**config.mk**
```make
export PLATFORM = sky130hd
export DESIGN_NAME = bms_top
export DESIGN_NICKNAME = d
export VERILOG_FILES = /design/src/bms_pkg.sv /design/src/bms_top.sv
export SDC_FILE = /design/constraint.sdc
export NUM_CORES = 2
export LEC_CHECK = 0
export BUFFER_PORTS_ARGS = -buffer_cell sky130_fd_sc_hd__buf_2
export CAP_MARGIN = 30
export CORE_MARGIN = 4
export CORE_UTILIZATION = 25
export DETAILED_ROUTE_END_ITERATION = 7
export PLACE_DENSITY = 0.51
export SYNTH_ARGS = -nofsm -noshare
export SYNTH_HDL_FRONTEND = slang
export SYNTH_SLANG_ARGS = --single-unit
```
**constraint.sdc**
```tcl
create_clock -name aclk -period 11.9 [get_ports aclk]
set_input_delay 2.38 -clock aclk [delete_from_list [all_inputs] [get_ports aclk]]
set_output_delay 2.38 -clock aclk [all_outputs]
set_load 0.1 [all_outputs]
```
**src/bms_pkg.sv**
```systemverilog
package bms_pkg;

  //////////////////////////////////////////////////////////////////////////////
  // Register byte offsets on the AXI4-Lite slave.
  localparam logic [7:0] ADDR_CTRL = 8'h00;
  localparam logic [7:0] ADDR_TRIG = 8'h04;
  localparam logic [7:0] ADDR_BLOCK = 8'h08;
  localparam logic [7:0] ADDR_CYCLES = 8'h0c;
  localparam logic [7:0] ADDR_DELAY = 8'h10;
  localparam logic [7:0] ADDR_LIMIT = 8'h14;
  localparam logic [7:0] ADDR_STATUS = 8'h18;
  localparam logic [7:0] ADDR_TOTAL = 8'h1c;
  localparam logic [7:0] ADDR_ERRORS = 8'h20;
  localparam logic [7:0] ADDR_RATIO = 8'h24;
  localparam logic [7:0] ADDR_DONE = 8'h28;

  //////////////////////////////////////////////////////////////////////////////
  // Control and status field positions.
  localparam int CTRL_ENABLE = 0;
  localparam int CTRL_GATE_EN = 1;
  localparam int CTRL_GATE_POS = 2;
  localparam int CTRL_DELAY_EN = 3;
  localparam int CTRL_RELOCK = 4;
  localparam int CTRL_IGN_EN = 5;
  localparam int CTRL_IGN_ONES = 6;
  localparam int CTRL_CONT = 7;
  localparam int CTRL_AUX_EN = 8;
  localparam int STAT_ACTIVE = 0;
  localparam int STAT_LOCKED = 1;
  localparam int STAT_NO_DATA = 2;
  localparam int STAT_NO_CLOCK = 3;
  localparam int STAT_SYNC_LOST = 4;
  localparam int STAT_RESULT = 5;

  //////////////////////////////////////////////////////////////////////////////
  // Values after reset.
  localparam logic [31:0] CTRL_RST = 32'h0000_0000;
  localparam logic [31:0] BLOCK_RST = 32'h0000_2710;
  localparam logic [31:0] CYCLES_RST = 32'h0000_0001;
  localparam logic [31:0] DELAY_RST = 32'h0000_0000;
  localparam logic [31:0] LIMIT_RST = 32'h0000_0080;

  //////////////////////////////////////////////////////////////////////////////
  // Sequence and detector constants.
  localparam int PN_ORDER = 9;
  localparam int PN_TAP = 5;
  localparam logic [31:0] SYNC_RUN = 32'h0000_0012;
  localparam logic [15:0] IGNORE_RUN = 16'h00a0;
  localparam logic [15:0] NO_DATA_RUN = 16'h0200;
  localparam logic [15:0] RELOCK_WIN = 16'h0400;
  localparam int RATIO_FRAC = 16;

  //////////////////////////////////////////////////////////////////////////////
  // Timing, converted from nanoseconds at the aclk period.
  localparam int CLK_PERIOD_PS = 8000;
  localparam int NO_CLK_NS = 10000;
  localparam int RESULT_NS = 80;
  localparam int TAIL_NS = 40;
  localparam logic [15:0] NO_CLK_CYC = 16'(NO_CLK_NS * 1000 / CLK_PERIOD_PS);
  localparam logic [15:0] RESULT_CYC = 16'((RESULT_NS * 1000 + CLK_PERIOD_PS - 1) / CLK_PERIOD_PS);
  localparam logic [15:0] TAIL_CYC = 16'((TAIL_NS * 1000 + CLK_PERIOD_PS - 1) / CLK_PERIOD_PS);

  localparam logic [1:0] RESP_OKAY = 2'h0;
  localparam logic [1:0] RESP_SLVERR = 2'h2;

  typedef enum logic [2:0] {
    S_IDLE, S_DELAY, S_ACQ, S_MEAS, S_DIV, S_PULSE, S_TAIL, S_GAP
  } bms_state_t;

endpackage

```
**src/bms_top.sv**
```systemverilog
`timescale 1ns/1ps
// How it works
// [RULE_01] With repeats, reference sync runs only before the first measurement.
// [RULE_02] After sync, reference keeps advancing on every bit across cycles.
// [RULE_03] Lock is kept even when the error rate becomes worse.
// [RULE_04] Lost sync is not reacquired until a new trigger starts a sequence.
// [RULE_05] Active output high from trigger to end; triggers ignored meanwhile.
// [RULE_06] Status register shows whether a measurement is running.
// [RULE_07] Active output falls a latency after the result pulse falls.
// [RULE_08] Next trigger only after the active output has fallen.
// [RULE_09] Previous result pulse ends before the current active output falls.
// [RULE_10] Default block is 10000 bits; clean matching data gives zero errors.
// [RULE_11] Auxiliary output drives a 9-stage sequence for loopback self-test.
// [RULE_12] Absent data raises no-data and errors keep counting near half.
// [RULE_13] Returning data clears no-data and zeroes the errored-bit count.
// [RULE_14] Absent bit clock raises no-clock; clears on return; sync loss shows.
// [RULE_15] Disable then enable restarts with fresh sync and zero errors.
// [RULE_16] With gating on, bit clock edges count only at the chosen gate level.
// [RULE_17] Bit delay discards bits after trigger then needs a longer clean run.
// [RULE_18] Auto relock restarts when an intermediate error ratio exceeds limit.
// [RULE_19] Runs of 160+ selected bits are not errors but still counted.
// [RULE_20] Error ratio is errored bits over total compared bits.
module bms_top import bms_pkg::*; (
  input wire logic aclk, // System clock.
  input wire logic aresetn, // Synchronous reset, active low.
  input wire logic [7:0] s_axi_awaddr, // Write address.
  input wire logic s_axi_awvalid, // Write address valid.
  output logic s_axi_awready, // Write address ready.
  input wire logic [31:0] s_axi_wdata, // Write data.
  input wire logic [3:0] s_axi_wstrb, // Write byte strobes.
  input wire logic s_axi_wvalid, // Write data valid.
  output logic s_axi_wready, // Write data ready.
  output logic [1:0] s_axi_bresp, // Write response.
  output logic s_axi_bvalid, // Write response valid.
  input wire logic s_axi_bready, // Write response ready.
  input wire logic [7:0] s_axi_araddr, // Read address.
  input wire logic s_axi_arvalid, // Read address valid.
  output logic s_axi_arready, // Read address ready.
  output logic [31:0] s_axi_rdata, // Read data.
  output logic [1:0] s_axi_rresp, // Read response.
  output logic s_axi_rvalid, // Read data valid.
  input wire logic s_axi_rready, // Read data ready.
  input wire logic bit_clock_in, // Bit clock from the unit under test.
  input wire logic bit_data_in, // Serial data from the unit under test.
  input wire logic clock_qualifier_in, // Gate for the bit clock.
  output logic measurement_active_out, // High while a measurement runs.
  output logic result_pulse_out, // Pulse when a result is ready.
  output logic aux_sequence_out // Local sequence for loopback.
);

  //////////////////////////////////////////////////////////////////////////////
  // Declarations.
  logic aw_hold, w_hold, trig_wr, wr_fire;
  logic [7:0] aw_addr;
  logic [31:0] w_data, rd_mux;
  logic [3:0] w_strb;
  logic [31:0] ctrl, block_len, cycles, delay, limit;
  logic clk_s1, clk_s2, clk_s3, dat_s1, dat_s2, gat_s1, gat_s2;
  logic clk_rise, gate_ok, bit_stb, bit_d, pred, err_bit, run_same, counting;
  logic [PN_ORDER-1:0] ref_q, aux_q;
  logic [15:0] idle_cnt, same_run, win_cnt, div_q, ratio;
  logic no_clock, no_data, last_bit, locked, sync_lost, meas_go, relock_hit;
  logic [31:0] tot_cnt, err_cnt, pend, win_err, tmr, match_run, done_cnt, sync_need;
  logic [31:0] next_err, next_pend;
  logic ign_hit, next_hit, div_done;
  logic [4:0] div_i;
  logic [32:0] div_rem, div_shift;
  bms_state_t state;

  // Word-aligned offsets that the slave answers with OKAY.
  function automatic logic reg_hit(input logic [7:0] a);
    return a == ADDR_CTRL || a == ADDR_TRIG || a == ADDR_BLOCK || a == ADDR_CYCLES ||
           a == ADDR_DELAY || a == ADDR_LIMIT || a == ADDR_STATUS || a == ADDR_TOTAL ||
           a == ADDR_ERRORS || a == ADDR_RATIO || a == ADDR_DONE;
  endfunction

  // Byte-lane merge of a write into a stored word.
  function automatic logic [31:0] wr_merge(input logic [31:0] old, input logic [31:0] d,
                                           input logic [3:0] s);
    logic [31:0] r;
    r = old;
    for (int i = 0; i < 4; i++) begin
      if (s[i]) begin
        r[i*8 +: 8] = d[i*8 +: 8];
      end
    end
    return r;
  endfunction

  //////////////////////////////////////////////////////////////////////////////
  // Write channels. Address and data are held independently; the response
  // waits for both, and both readies stay low until the response is taken.
  assign wr_fire = aw_hold && w_hold && !s_axi_bvalid;

  always_ff @(posedge aclk) begin
    if (!aresetn) begin
      aw_hold <= 1'b0;
      w_hold <= 1'b0;
      aw_addr <= 8'h00;
      w_data <= 32'h0000_0000;
      w_strb <= 4'h0;
      s_axi_awready <= 1'b1;
      s_axi_wready <= 1'b1;
      s_axi_bvalid <= 1'b0;
      s_axi_bresp <= RESP_OKAY;
    end else begin
      if (s_axi_awvalid && s_axi_awready) begin
        aw_hold <= 1'b1;
        aw_addr <= s_axi_awaddr;
        s_axi_awready <= 1'b0;
      end
      if (s_axi_wvalid && s_axi_wready) begin
        w_hold <= 1'b1;
        w_data <= s_axi_wdata;
        w_strb <= s_axi_wstrb;
        s_axi_wready <= 1'b0;
      end
      if (wr_fire) begin
        aw_hold <= 1'b0;
        w_hold <= 1'b0;
        s_axi_bvalid <= 1'b1;
        s_axi_bresp <= reg_hit(aw_addr) ? RESP_OKAY : RESP_SLVERR;
      end
      if (s_axi_bvalid && s_axi_bready) begin
        s_axi_bvalid <= 1'b0;
        s_axi_awready <= 1'b1;
        s_axi_wready <= 1'b1;
      end
    end
  end

  // Configuration registers; a trigger write is a one-cycle pulse.
  always_ff @(posedge aclk) begin
    if (!aresetn) begin
      ctrl <= CTRL_RST;
      block_len <= BLOCK_RST; // RULE_10
      cycles <= CYCLES_RST;
      delay <= DELAY_RST;
      limit <= LIMIT_RST;
      trig_wr <= 1'b0;
    end else begin
      trig_wr <= wr_fire && aw_addr == ADDR_TRIG && w_strb[0] && w_data[0];
      if (wr_fire) begin
        if (aw_addr == ADDR_CTRL) begin
          ctrl <= wr_merge(ctrl, w_data, w_strb);
        end else if (aw_addr == ADDR_BLOCK) begin
          block_len <= wr_merge(block_len, w_data, w_strb);
        end else if (aw_addr == ADDR_CYCLES) begin
          cycles <= wr_merge(cycles, w_data, w_strb);
        end else if (aw_addr == ADDR_DELAY) begin
          delay <= wr_merge(delay, w_data, w_strb);
        end else if (aw_addr == ADDR_LIMIT) begin
          limit <= wr_merge(limit, w_data, w_strb);
        end
      end
    end
  end

  //////////////////////////////////////////////////////////////////////////////
  // Read channel, one cycle from address to data. Unmapped reads give zero.
  always_comb begin
    rd_mux = 32'h0000_0000;
    if (s_axi_araddr == ADDR_CTRL) begin
      rd_mux = ctrl;
    end else if (s_axi_araddr == ADDR_BLOCK) begin
      rd_mux = block_len;
    end else if (s_axi_araddr == ADDR_CYCLES) begin
      rd_mux = cycles;
    end else if (s_axi_araddr == ADDR_DELAY) begin
      rd_mux = delay;
    end else if (s_axi_araddr == ADDR_LIMIT) begin
      rd_mux = limit;
    end else if (s_axi_araddr == ADDR_STATUS) begin
      rd_mux[STAT_ACTIVE] = measurement_active_out; // RULE_06
      rd_mux[STAT_LOCKED] = locked;
      rd_mux[STAT_NO_DATA] = no_data;
      rd_mux[STAT_NO_CLOCK] = no_clock;
      rd_mux[STAT_SYNC_LOST] = sync_lost;
      rd_mux[STAT_RESULT] = result_pulse_out;
    end else if (s_axi_araddr == ADDR_TOTAL) begin
      rd_mux = tot_cnt;
    end else if (s_axi_araddr == ADDR_ERRORS) begin
      rd_mux = err_cnt;
    end else if (s_axi_araddr == ADDR_RATIO) begin
      rd_mux = {16'h0000, ratio};
    end else if (s_axi_araddr == ADDR_DONE) begin
      rd_mux = done_cnt;
    end
  end

  always_ff @(posedge aclk) begin
    if (!aresetn) begin
      s_axi_arready <= 1'b1;
      s_axi_rvalid <= 1'b0;
      s_axi_rdata <= 32'h0000_0000;
      s_axi_rresp <= RESP_OKAY;
    end else if (s_axi_arvalid && s_axi_arready) begin
      s_axi_arready <= 1'b0;
      s_axi_rvalid <= 1'b1;
      s_axi_rdata <= rd_mux;
      s_axi_rresp <= reg_hit(s_axi_araddr) ? RESP_OKAY : RESP_SLVERR;
    end else if (s_axi_rvalid && s_axi_rready) begin
      s_axi_rvalid <= 1'b0;
      s_axi_arready <= 1'b1;
    end
  end

  //////////////////////////////////////////////////////////////////////////////
  // Pin synchronisers; bit rates must stay well under a quarter of aclk.
  always_ff @(posedge aclk) begin
    if (!aresetn) begin
      {clk_s1, clk_s2, clk_s3, dat_s1, dat_s2, gat_s1, gat_s2} <= 7'h00;
    end else begin
      {clk_s1, clk_s2, clk_s3} <= {bit_clock_in, clk_s1, clk_s2};
      {dat_s1, dat_s2} <= {bit_data_in, dat_s1};
      {gat_s1, gat_s2} <= {clock_qualifier_in, gat_s1};
    end
  end

  assign clk_rise = clk_s2 && !clk_s3;
  assign gate_ok = !ctrl[CTRL_GATE_EN] || (gat_s2 == ctrl[CTRL_GATE_POS]); // RULE_16
  assign bit_stb = clk_rise && gate_ok && ctrl[CTRL_ENABLE];
  assign bit_d = dat_s2;
  assign pred = ref_q[PN_ORDER-1] ^ ref_q[PN_TAP-1];
  assign err_bit = bit_d ^ pred;
  assign run_same = bit_d == last_bit;
  assign counting = state == S_MEAS && bit_stb && !meas_go;
  assign relock_hit = ctrl[CTRL_RELOCK] && counting && win_cnt == RELOCK_WIN - 16'h0001 &&
                      win_err > limit; // RULE_18
  assign sync_need = SYNC_RUN + (ctrl[CTRL_DELAY_EN] ? delay : 32'h0000_0000); // RULE_17

  //////////////////////////////////////////////////////////////////////////////
  // Reference generator: loads received bits until locked, then free-runs on
  // every qualified bit whatever the sequencer state, so repeats stay aligned.
  always_ff @(posedge aclk) begin
    if (!aresetn) begin
      ref_q <= '0;
    end else if (bit_stb) begin
      ref_q <= {ref_q[PN_ORDER-2:0], locked ? pred : bit_d}; // RULE_02
    end
  end

  // Loopback source: advances on every rising bit clock edge, ungated.
  always_ff @(posedge aclk) begin
    if (!aresetn) begin
      aux_q <= '1;
      aux_sequence_out <= 1'b0;
    end else begin
      if (clk_rise) begin
        aux_q <= {aux_q[PN_ORDER-2:0], aux_q[PN_ORDER-1] ^ aux_q[PN_TAP-1]};
      end
      aux_sequence_out <= ctrl[CTRL_AUX_EN] && aux_q[PN_ORDER-1]; // RULE_11
    end
  end

  // Bit clock watchdog. Missed edges knock the free-running reference out of
  // step, which then shows up as errors rather than being hidden.
  always_ff @(posedge aclk) begin
    if (!aresetn || clk_rise) begin
      idle_cnt <= 16'h0000;
      no_clock <= 1'b0; // RULE_14
    end else if (idle_cnt == NO_CLK_CYC - 16'h0001) begin
      no_clock <= 1'b1; // RULE_14
    end else begin
      idle_cnt <= idle_cnt + 16'h0001;
    end
  end

  // Run-length tracking for the no-data detector and pattern ignore.
  always_ff @(posedge aclk) begin
    if (!aresetn) begin
      same_run <= 16'h0000;
      last_bit <= 1'b0;
      no_data <= 1'b0;
    end else if (bit_stb) begin
      last_bit <= bit_d;
      if (!run_same) begin
        same_run <= 16'h0001;
        no_data <= 1'b0; // RULE_13
      end else begin
        if (same_run != 16'hffff) begin
          same_run <= same_run + 16'h0001;
        end
        if (same_run >= NO_DATA_RUN - 16'h0001) begin
          no_data <= 1'b1; // RULE_12
        end
      end
    end
  end

  //////////////////////////////////////////////////////////////////////////////
  // Errors in an ignored-value run stay pending until the run is long or ends.
  always_comb begin
    next_err = err_cnt;
    next_pend = pend;
    next_hit = ign_hit;
    if (!run_same) begin
      if (!ign_hit) begin
        next_err = err_cnt + pend;
      end
      next_pend = 32'h0000_0000;
      next_hit = 1'b0;
    end
    if (ctrl[CTRL_IGN_EN] && bit_d == ctrl[CTRL_IGN_ONES]) begin
      if (run_same && same_run >= IGNORE_RUN - 16'h0001) begin
        next_hit = 1'b1; // RULE_19
      end
      if (!next_hit) begin
        next_pend = next_pend + {31'h0, err_bit};
      end
    end else begin
      next_err = next_err + {31'h0, err_bit}; // RULE_12
    end
    if (no_data && !run_same) begin
      next_err = 32'h0000_0000; // RULE_13
      next_pend = 32'h0000_0000;
      next_hit = 1'b0;
    end
  end

  always_ff @(posedge aclk) begin
    if (!aresetn || !ctrl[CTRL_ENABLE] || meas_go) begin
      tot_cnt <= 32'h0000_0000; // RULE_15
      err_cnt <= 32'h0000_0000;
      pend <= 32'h0000_0000;
      ign_hit <= 1'b0;
      win_cnt <= 16'h0000;
      win_err <= 32'h0000_0000;
    end else if (counting) begin
      tot_cnt <= tot_cnt + 32'h0000_0001; // RULE_19
      err_cnt <= next_err;
      pend <= next_pend;
      ign_hit <= next_hit;
      if (win_cnt == RELOCK_WIN - 16'h0001) begin
        win_cnt <= 16'h0000;
        win_err <= 32'h0000_0000;
      end else begin
        win_cnt <= win_cnt + 16'h0001;
        win_err <= win_err + {31'h0, err_bit};
      end
    end
  end

  //////////////////////////////////////////////////////////////////////////////
  // Ratio divider: Q0.16 of errored over total bits, one quotient bit a cycle.
  assign div_done = div_i == 5'(RATIO_FRAC + 1);
  assign div_shift = {div_rem[31:0], 1'b0};

  always_ff @(posedge aclk) begin
    if (!aresetn) begin
      div_i <= 5'h00;
      div_rem <= 33'h0_0000_0000;
      div_q <= 16'h0000;
      ratio <= 16'h0000;
    end else if (state != S_DIV) begin
      div_i <= 5'h00;
    end else if (div_i == 5'h00) begin
      div_rem <= {1'b0, err_cnt};
      div_q <= (err_cnt >= tot_cnt) ? 16'hffff : 16'h0000;
      div_i <= (err_cnt >= tot_cnt) ? 5'(RATIO_FRAC + 1) : 5'h01;
    end else if (!div_done) begin
      div_rem <= (div_shift >= {1'b0, tot_cnt}) ? div_shift - {1'b0, tot_cnt} : div_shift;
      div_q <= {div_q[14:0], div_shift >= {1'b0, tot_cnt}}; // RULE_20
      div_i <= div_i + 5'h01;
    end else begin
      ratio <= div_q; // RULE_20
    end
  end

  //////////////////////////////////////////////////////////////////////////////
  // Measurement sequencer. Clearing the enable drops everything back to idle
  // so the next start reacquires from scratch.
  always_ff @(posedge aclk) begin
    if (!aresetn || !ctrl[CTRL_ENABLE]) begin
      state <= S_IDLE; // RULE_15
      measurement_active_out <= 1'b0;
      result_pulse_out <= 1'b0;
      locked <= 1'b0;
      sync_lost <= 1'b0;
      meas_go <= 1'b0;
      tmr <= 32'h0000_0000;
      match_run <= 32'h0000_0000;
      done_cnt <= 32'h0000_0000;
    end else begin
      meas_go <= 1'b0;
      if (no_clock && locked && state != S_IDLE) begin
        sync_lost <= 1'b1; // RULE_14
      end
      case (state)
        S_IDLE: begin
          if (trig_wr || ctrl[CTRL_CONT]) begin
            measurement_active_out <= 1'b1; // RULE_05
            locked <= 1'b0; // RULE_04
            sync_lost <= 1'b0;
            done_cnt <= 32'h0000_0000;
            match_run <= 32'h0000_0000;
            tmr <= 32'h0000_0000;
            state <= (ctrl[CTRL_DELAY_EN] && delay != 32'h0000_0000) ? S_DELAY : S_ACQ;
          end
        end
        S_DELAY: begin
          if (bit_stb) begin
            tmr <= tmr + 32'h0000_0001;
            if (tmr == delay - 32'h0000_0001) begin
              state <= S_ACQ; // RULE_17
            end
          end
        end
        S_ACQ: begin
          if (bit_stb) begin
            if (bit_d == pred) begin
              match_run <= match_run + 32'h0000_0001;
              if (match_run + 32'h0000_0001 >= sync_need) begin
                locked <= 1'b1;
                meas_go <= 1'b1;
                state <= S_MEAS;
              end
            end else begin
              match_run <= 32'h0000_0000;
            end
          end
        end
        S_MEAS: begin
          if (relock_hit) begin
            locked <= 1'b0; // RULE_18
            match_run <= 32'h0000_0000;
            state <= S_ACQ;
          end else if (counting && tot_cnt == block_len - 32'h0000_0001) begin
            state <= S_DIV; // RULE_03
          end
        end
        S_DIV: begin
          if (div_done) begin
            result_pulse_out <= 1'b1;
            tmr <= 32'h0000_0000;
            state <= S_PULSE;
          end
        end
        S_PULSE: begin
          tmr <= tmr + 32'h0000_0001;
          if (tmr == {16'h0000, RESULT_CYC} - 32'h0000_0001) begin
            result_pulse_out <= 1'b0; // RULE_09
            tmr <= 32'h0000_0000;
            state <= S_TAIL;
          end
        end
        S_TAIL: begin
          tmr <= tmr + 32'h0000_0001;
          if (tmr == {16'h0000, TAIL_CYC} - 32'h0000_0001) begin
            measurement_active_out <= 1'b0; // RULE_07
            done_cnt <= done_cnt + 32'h0000_0001;
            if (cycles == 32'h0000_0000 || done_cnt + 32'h0000_0001 < cycles) begin
              state <= S_GAP;
            end else begin
              state <= S_IDLE;
            end
          end
        end
        S_GAP: begin
          // Next cycle of a repeat: no reacquisition, reference keeps running.
          measurement_active_out <= 1'b1; // RULE_01
          meas_go <= 1'b1;
          state <= S_MEAS;
        end
        default: begin
          state <= S_IDLE;
        end
      endcase
    end
  end

endmodule

```
## Word level (Yosys, flattened, before mapping)

Cells that the tools add are included.

| storage, ports and cells | value |
|---|---|
| register bits after elaboration | 627 |
| bits of input ports | 62 |
| word-level logic and storage cells | 352 |
| output and inout port bits | 44 |

| cells by class | value |
|---|---|
| equality and inequality tests | 54 |
| bitwise logic cells | 10 |
| magnitude comparators | 7 |
| reductions and logical operators | 106 |
| $add $sub $neg | 16 |
| muxes and demuxes | 91 |

Operators by type and width:

| operator | count |
|---|---|
| two-way mux 32 bit | 30 |
| case mux 32 bit (5 select lines) | 1 |
| adder 32 x 1 -> 32 bit (second input constant) | 4 |
| adder 32 x 1 -> 32 bit | 3 |
| two-way mux 16 bit | 6 |
| case mux 32 bit (3 select lines) | 1 |
| == test 32 bit | 2 |
| == test 8 x 5 -> 1 bit (second input constant) | 8 |
| >= comparator 32 bit | 2 |
| case mux 32 bit (2 select lines) | 1 |
| subtractor 32 x 1 -> 32 bit (second input constant) | 2 |
| adder 16 x 1 -> 16 bit (second input constant) | 3 |
| == test 8 x 6 -> 1 bit (second input constant) | 6 |
| two-way mux 3 bit | 12 |
| >= comparator 33 x 32 -> 1 bit | 1 |
| adder 32 bit | 1 |
| adder 5 x 32 -> 32 bit (first input constant) | 1 |
| == test 32 x 3 -> 1 bit (second input constant) | 1 |
| == test 32 x 4 -> 1 bit (second input constant) | 1 |
| == test 8 x 4 -> 1 bit (second input constant) | 4 |
| greater-than comparator 32 bit | 1 |
| logical NOT 32 bit | 1 |
| < comparator 32 bit | 1 |
| nonzero test 32 bit | 1 |
| other kinds (44) | 190 |

## Logic depth before layout (Yosys ltp)

| depth | value |
|---|---|
| depth in word-level cells | 12 |
| mapped depth | 25 |

## Worst setup path before layout

Ideal clock, no wire load.

| timing | value |
|---|---|
| path kind | input-to-reg |
| start | input port s_axi_araddr[7] |
| end | register s_axi_rdata[21] |
| data required time | 11.824 ns |
| cell stages on the path | 8 |
| arrival | 4.333 ns |
| setup slack | 7.491 ns |
| path through | or2_2 -> or3_1 -> nor3_1 -> clkbuf_1 -> a221oi_1 -> nand3_1 -> o211ai_1 -> a21boi_0 |

| between the ends | value |
|---|---|
| longest elaborated chain between the ends | 11 |

Ends and longest elaborated chain:

| what | RTL line | source |
|---|---|---|
| start, declared | bms_top.sv:36 | `input wire logic [7:0] s_axi_araddr,` |
| == test 8 x 6 -> 1 bit | bms_top.sv:186 | `end else if (s_axi_araddr == ADDR_DONE) begin` |
| two-way mux 32 bit | bms_top.sv:186 |  |
| two-way mux 32 bit | bms_top.sv:184 | `end else if (s_axi_araddr == ADDR_RATIO) begin` |
| two-way mux 32 bit | bms_top.sv:182 | `end else if (s_axi_araddr == ADDR_ERRORS) begin` |
| two-way mux 32 bit | bms_top.sv:180 | `end else if (s_axi_araddr == ADDR_TOTAL) begin` |
| two-way mux 26 bit | bms_top.sv:173 | `end else if (s_axi_araddr == ADDR_STATUS) begin` |
| two-way mux 32 bit | bms_top.sv:171 | `end else if (s_axi_araddr == ADDR_LIMIT) begin` |
| two-way mux 32 bit | bms_top.sv:169 | `end else if (s_axi_araddr == ADDR_DELAY) begin` |
| two-way mux 32 bit | bms_top.sv:167 | `end else if (s_axi_araddr == ADDR_CYCLES) begin` |
| two-way mux 32 bit | bms_top.sv:165 | `end else if (s_axi_araddr == ADDR_BLOCK) begin` |
| two-way mux 32 bit (*) | bms_top.sv:163 | `if (s_axi_araddr == ADDR_CTRL) begin` |
| end signal, assigned | bms_top.sv:200 | `s_axi_rdata <= rd_mux;` |
| end, declared | bms_top.sv:39 | `output logic [31:0] s_axi_rdata,` |

Mark *: on every way between the ends. The rest lies on a longest branch, timed or not.
A chain may end at the register's enable or synchronous reset.

## Final worst setup path

| timing | value |
|---|---|
| start | register clk_s2 |
| end | register state[0] |

| between the ends | value |
|---|---|
| longest elaborated chain between the ends | 10 |

Ends and longest elaborated chain:

| what | RTL line | source |
|---|---|---|
| start, declared | bms_top.sv:58 | `logic clk_s1, clk_s2, clk_s3, dat_s1, dat_s2, gat_s1, gat_s2;` |
| start signal, assigned | bms_top.sv:214 | `{clk_s1, clk_s2, clk_s3} <= {bit_clock_in, clk_s1, clk_s2};` |
| logical AND 1 bit (*) | bms_top.sv:220 | `assign clk_rise = clk_s2 && !clk_s3;` |
| logical AND 1 bit (*) (2 in a row) | bms_top.sv:222 | `assign bit_stb = clk_rise && gate_ok && ctrl[CTRL_ENABLE];` |
| logical AND 1 bit (2 in a row) | bms_top.sv:227 | `assign counting = state == S_MEAS && bit_stb && !meas_go;` |
| logical AND 1 bit (3 in a row) | bms_top.sv:228 | `assign relock_hit = ctrl[CTRL_RELOCK] && counting && win_cnt == RELOCK_WIN - 16'h0001 &&` |
| != test 3 x 2 -> 1 bit (no line) or two-way mux 3 bit (tied branches) | - |  |
| AND reduction 10 bit (no line) or case mux 3 bit (8 select lines) (tied branches) | - |  |
| end signal, assigned | bms_top.sv:398 | `state <= (ctrl[CTRL_DELAY_EN] && delay != 32'h0000_0000) ? S_DELAY : S_ACQ;` |
| end, declared | bms_top.sv:68 | `bms_state_t state;` |

Marks and branches as above.

==> impl_metrics.prom <==
# TYPE chip_impl_metric gauge
chip_impl_metric{name="setup_ws",unit="ns"} 6.97
chip_impl_info{name="worstPathCellList",value="nor2b_1 -> nand3_1 -> or3_2 -> nor4_1 -> nand2_1 -> nor4b_1 -> nand4_1 -> nor4_2 -> o21a_1 -> nand3_2 -> mux2i_1"} 1
chip_impl_metric{name="timing.fmax",unit="GHz"} 0.203
chip_impl_info{name="synth-main-ff-cell",value="dfxtp_1"} 1
chip_impl_metric{name="dpl.hpwl",unit="um"} 103000
chip_impl_info{name="class_of_the_tightest_hold_or_removal_check",value="flip-flop to flip-flop"} 1
chip_impl_metric{name="grt_pass1_vias",unit=""} 33100
chip_impl_info{name="synth_top_cells_by_area",value="dfxtp_1 (32%), ha_1 (6.9%), nand2_1 (5.6%)"} 1
chip_impl_metric{name="number_of_top_level_design_ports",unit=""} 106
chip_impl_metric{name="grt_first_pass_wirelength",unit="um"} 207000
chip_impl_metric{name="cap_viol_max_count",unit=""} 0
chip_impl_metric{name="floorplan.die.height",unit="um"} 402
chip_impl_metric{name="cts.repair.resized",unit=""} 0
chip_impl_info{name="setup.worst_path.end_class",value="flip-flop"} 1
chip_impl_info{name="critPathSlowestCell",value="or3_2"} 1
chip_impl_metric{name="gpl.final_weighted_congestion",unit=""} 0.927
chip_impl_metric{name="clock_latency",unit="ns"} 0.68
chip_impl_metric{name="rows",unit=""} 144
chip_impl_metric{name="drt_iter0_markers",unit=""} 3202
chip_impl_metric{name="vias_per_cell",unit=""} 5.14
chip_impl_metric{name="power.static_leakage",unit="nW"} 16.0
chip_impl_metric{name="synth_enable_flop_cells",unit=""} 0
chip_impl_metric{name="clock_transition_at_the_register_clock_pins_on_the_worst_setup_and_hold_paths_after_cts",unit="ns"} 0.06
chip_impl_metric{name="rrSetupSlack",unit="ns"} 6.97
chip_impl_metric{name="tritoncts.num_buffers",unit=""} 78
chip_impl_metric{name="relative_slew_margins",unit="%"} 31.1
chip_impl_metric{name="synth_largest_type_area_fraction",unit="%"} 32.2
chip_impl_metric{name="period_share",unit="%"} 41.5
chip_impl_metric{name="cp_max_fo",unit=""} 15
chip_impl_metric{name="initial_standard_cell_utilization_of_the_core",unit="%"} 25.2
chip_impl_metric{name="floorplan.die_area",unit="sq mm"} 0.162
chip_impl_metric{name="detailroute.via_count",unit=""} 35900
chip_impl_metric{name="route.final.wire_length",unit="um"} 136000
chip_impl_info{name="worst_r2r_src",value="clk_s2"} 1
chip_impl_metric{name="grt_antenna_before_repair",unit=""} 12
chip_impl_metric{name="synth.yosys.seq_area_share",unit="%"} 32.2
chip_impl_info{name="most-common-layout-cells",value="dfxtp_1 (625), nand2_1 (581), nor2_1 (392)"} 1
chip_impl_metric{name="data_arrival_critical_path",unit="ns"} 5.49
chip_impl_metric{name="detail_route.first_pass.iterations",unit=""} 7
chip_impl_metric{name="yosys.cell_types.count",unit=""} 97
chip_impl_metric{name="port_buffers",unit=""} 103
chip_impl_metric{name="core",unit="sq mm"} 0.154
chip_impl_info{name="outcome",value="finished, final reports clean"} 1
chip_impl_info{name="rsz0062_at_grt",value="no"} 1
chip_impl_metric{name="tns",unit="ns"} 0
chip_impl_info{name="layout_commonest_cell",value="dfxtp_1"} 1
chip_impl_metric{name="overflow",unit=""} 0
chip_impl_metric{name="drcViolationCount",unit=""} 0
chip_impl_metric{name="preCtsSetupSlack",unit="ns"} 6.86
chip_impl_metric{name="power_density",unit="mW/mm^2"} 109
chip_impl_metric{name="worst-endpoint-required",unit="ns"} 12.46
chip_impl_metric{name="total_power",unit="mW"} 4.81
chip_impl_info{name="r2r_end",value="state[0]"} 1
chip_impl_info{name="cts_tree",value="built"} 1
chip_impl_metric{name="grt_start_max_net_pins",unit=""} 118
chip_impl_metric{name="drv_slew",unit=""} 0
chip_impl_metric{name="netlist_instances",unit=""} 4921
chip_impl_metric{name="ant_nets",unit=""} 0
chip_impl_metric{name="worst_clock_skew",unit="ns"} 0.0289
chip_impl_metric{name="min_clock_period_post_route",unit="ns"} 4.93
chip_impl_metric{name="critical-path-max-stage-delay",unit="ns"} 0.77
chip_impl_metric{name="cts_sinks",unit=""} 625
chip_impl_metric{name="post_cts_hold_buffer_count",unit=""} 0
chip_impl_metric{name="area_delta_synth_final",unit="%"} 13.4
chip_impl_metric{name="asyncSetResetFlopFracSynth",unit="%"} 0
chip_impl_metric{name="groute.usage.overall",unit="%"} 16.2
chip_impl_metric{name="layout-drive-gt1-share",unit="%"} 7.23
chip_impl_metric{name="synth.cell_area",unit="sq mm"} 0.0389
chip_impl_metric{name="wl_per_cell",unit="um"} 19.5
chip_impl_metric{name="worst_pin_slew",unit="ns"} 1.03
chip_impl_metric{name="yosysWarningCount",unit=""} 0
chip_impl_metric{name="vdd_ir_drop_max",unit="mV"} 0.106
chip_impl_info{name="synth_top_cell_by_area",value="dfxtp_1"} 1
chip_impl_info{name="startpoint_type",value="flip-flop"} 1
chip_impl_metric{name="final_nets",unit=""} 5154
chip_impl_metric{name="post-cts-setup-buffer-count",unit=""} 0
chip_impl_metric{name="yosys_register_bits",unit=""} 625
chip_impl_metric{name="die_width",unit="um"} 402
chip_impl_metric{name="worst_hold_path.num_cells",unit=""} 1
chip_impl_info{name="path_class",value="flip-flop to flip-flop"} 1
chip_impl_info{name="hold_path_end",value="clk_s2"} 1
chip_impl_info{name="clockRootBuffer",value="clkbuf_16"} 1
chip_impl_metric{name="max-clock-path-buffers",unit=""} 3
chip_impl_metric{name="final-setup-viol-count",unit=""} 0
chip_impl_metric{name="r2r.worst_path.cells",unit=""} 11
chip_impl_info{name="holdCritStartpoint",value="clk_s1"} 1
chip_impl_metric{name="syn_avg_cell_area",unit="sq um"} 7.90
chip_impl_metric{name="final_hold_viol_count",unit=""} 0
chip_impl_metric{name="htree_num_levels",unit=""} 3
chip_impl_metric{name="hold_slack",unit="ns"} 0.435
-- layout make-up --
| type | count | area (sq um) |
|---|---|---|
| antenna | 7 | 17.5 |
| clock buffer | 114 | 2270 |
| clock inverter | 25 | 390 |
| fill | 16600 | 110000 |
| inverter | 157 | 589 |
| multi-input combinational | 3851 | 24700 |
| sequential | 625 | 12500 |
| tap | 2044 | 2560 |
| timing repair buffer | 164 | 1010 |
-- cells by family after synthesis --
| logic type | count (synthesis) | share of synthesized area [%] |
|---|---|---|
| simple gates | 1984 | 25.1 |
| flops | 625 | 32.2 |
| mux | 153 | 3.96 |
| fa+ha+maj | 215 | 6.96 |
| xor+xnor | 346 | 7.79 |
| other cells | 1 | 0.00964 |
| buf+inv | 446 | 4.47 |
| compound gates | 1151 | 19.5 |
-- cells in the mapped netlist, drive strengths merged (77+ instances only) --
master,n
nor3,112
nor2,403
nand4,102
o21ai,254
nor2b,159
xor2,151
inv,156
xnor2,195
dfxtp,625
clkbuf,257
and3,77
a21oi,271
mux2i,146
nand3,240
a21boi,133
ha,213
nand2,582
-- power by group --
group / switching (mW) / total [mW] / leakage [nW] / internal (mW)
Combinational: 0.122 / 0.170 / 9.70 / 0.0479
Sequential: 0.0415 / 2.15 / 5.05 / 2.11
Clock: 1.00 / 2.49 / 1.28 / 1.48
Total: 1.17 / 4.81 / 16.0 / 3.64
-- through the flow --
stage | cells | cell area (sq um) | utilization (%)
global route | 6980 | 44100 | 28.5
detailed placement | 6838 | 41400 | 26.8
global placement | 6831 | 41300 | 26.8
finish | 6987 | 44100 | 28.6
CTS | 6977 | 44000 | 28.5
floorplan | 4922 | 38900 | -
-- routing by layer --
| metal | track usage (%) | wire length [um] | part of all wire (%) | up-vias |
|---|---|---|---|---|
| met2 | 24.9 | 58400 | 43 | 1072 |
| met3 | 3.22 | 9340 | 6.8 | 182 |
| met5 | 0 | 13 | 0.0095 | - |
| met1 | 23.0 | 65200 | 48 | 17200 |
| li1 | - | - | - | 17500 |
| met4 | 4.81 | 3510 | 2.6 | 2 |
-- worst max-delay path, delay by kind of cell, from the launching register on --
kind            cells  cell delay (ns)
mux                 1             0.16
flops               1             0.33
simple gates        9             4.12
compound gates      1             0.23
-- how the worst max path moves through the flow --
| stage | from | end | slack, ns | cells past startpoint |
|---|---|---|---|---|
| floorplan | s_axi_araddr[7] | s_axi_rdata[21] | 7.49 | 8 |
| global placement | aresetn | s_axi_rdata[10] | 6.88 | 5 |
| detailed placement | aresetn | s_axi_rdata[12] | 6.86 | 5 |
| CTS | done_cnt[2] | state[1] | 6.83 | 18 |
| global route | match_run[0] | locked | 6.46 | 20 |
| finish | clk_s2 | state[0] | 6.97 | 11 |
No activity file was read; power rests on OpenSTA's default activity.
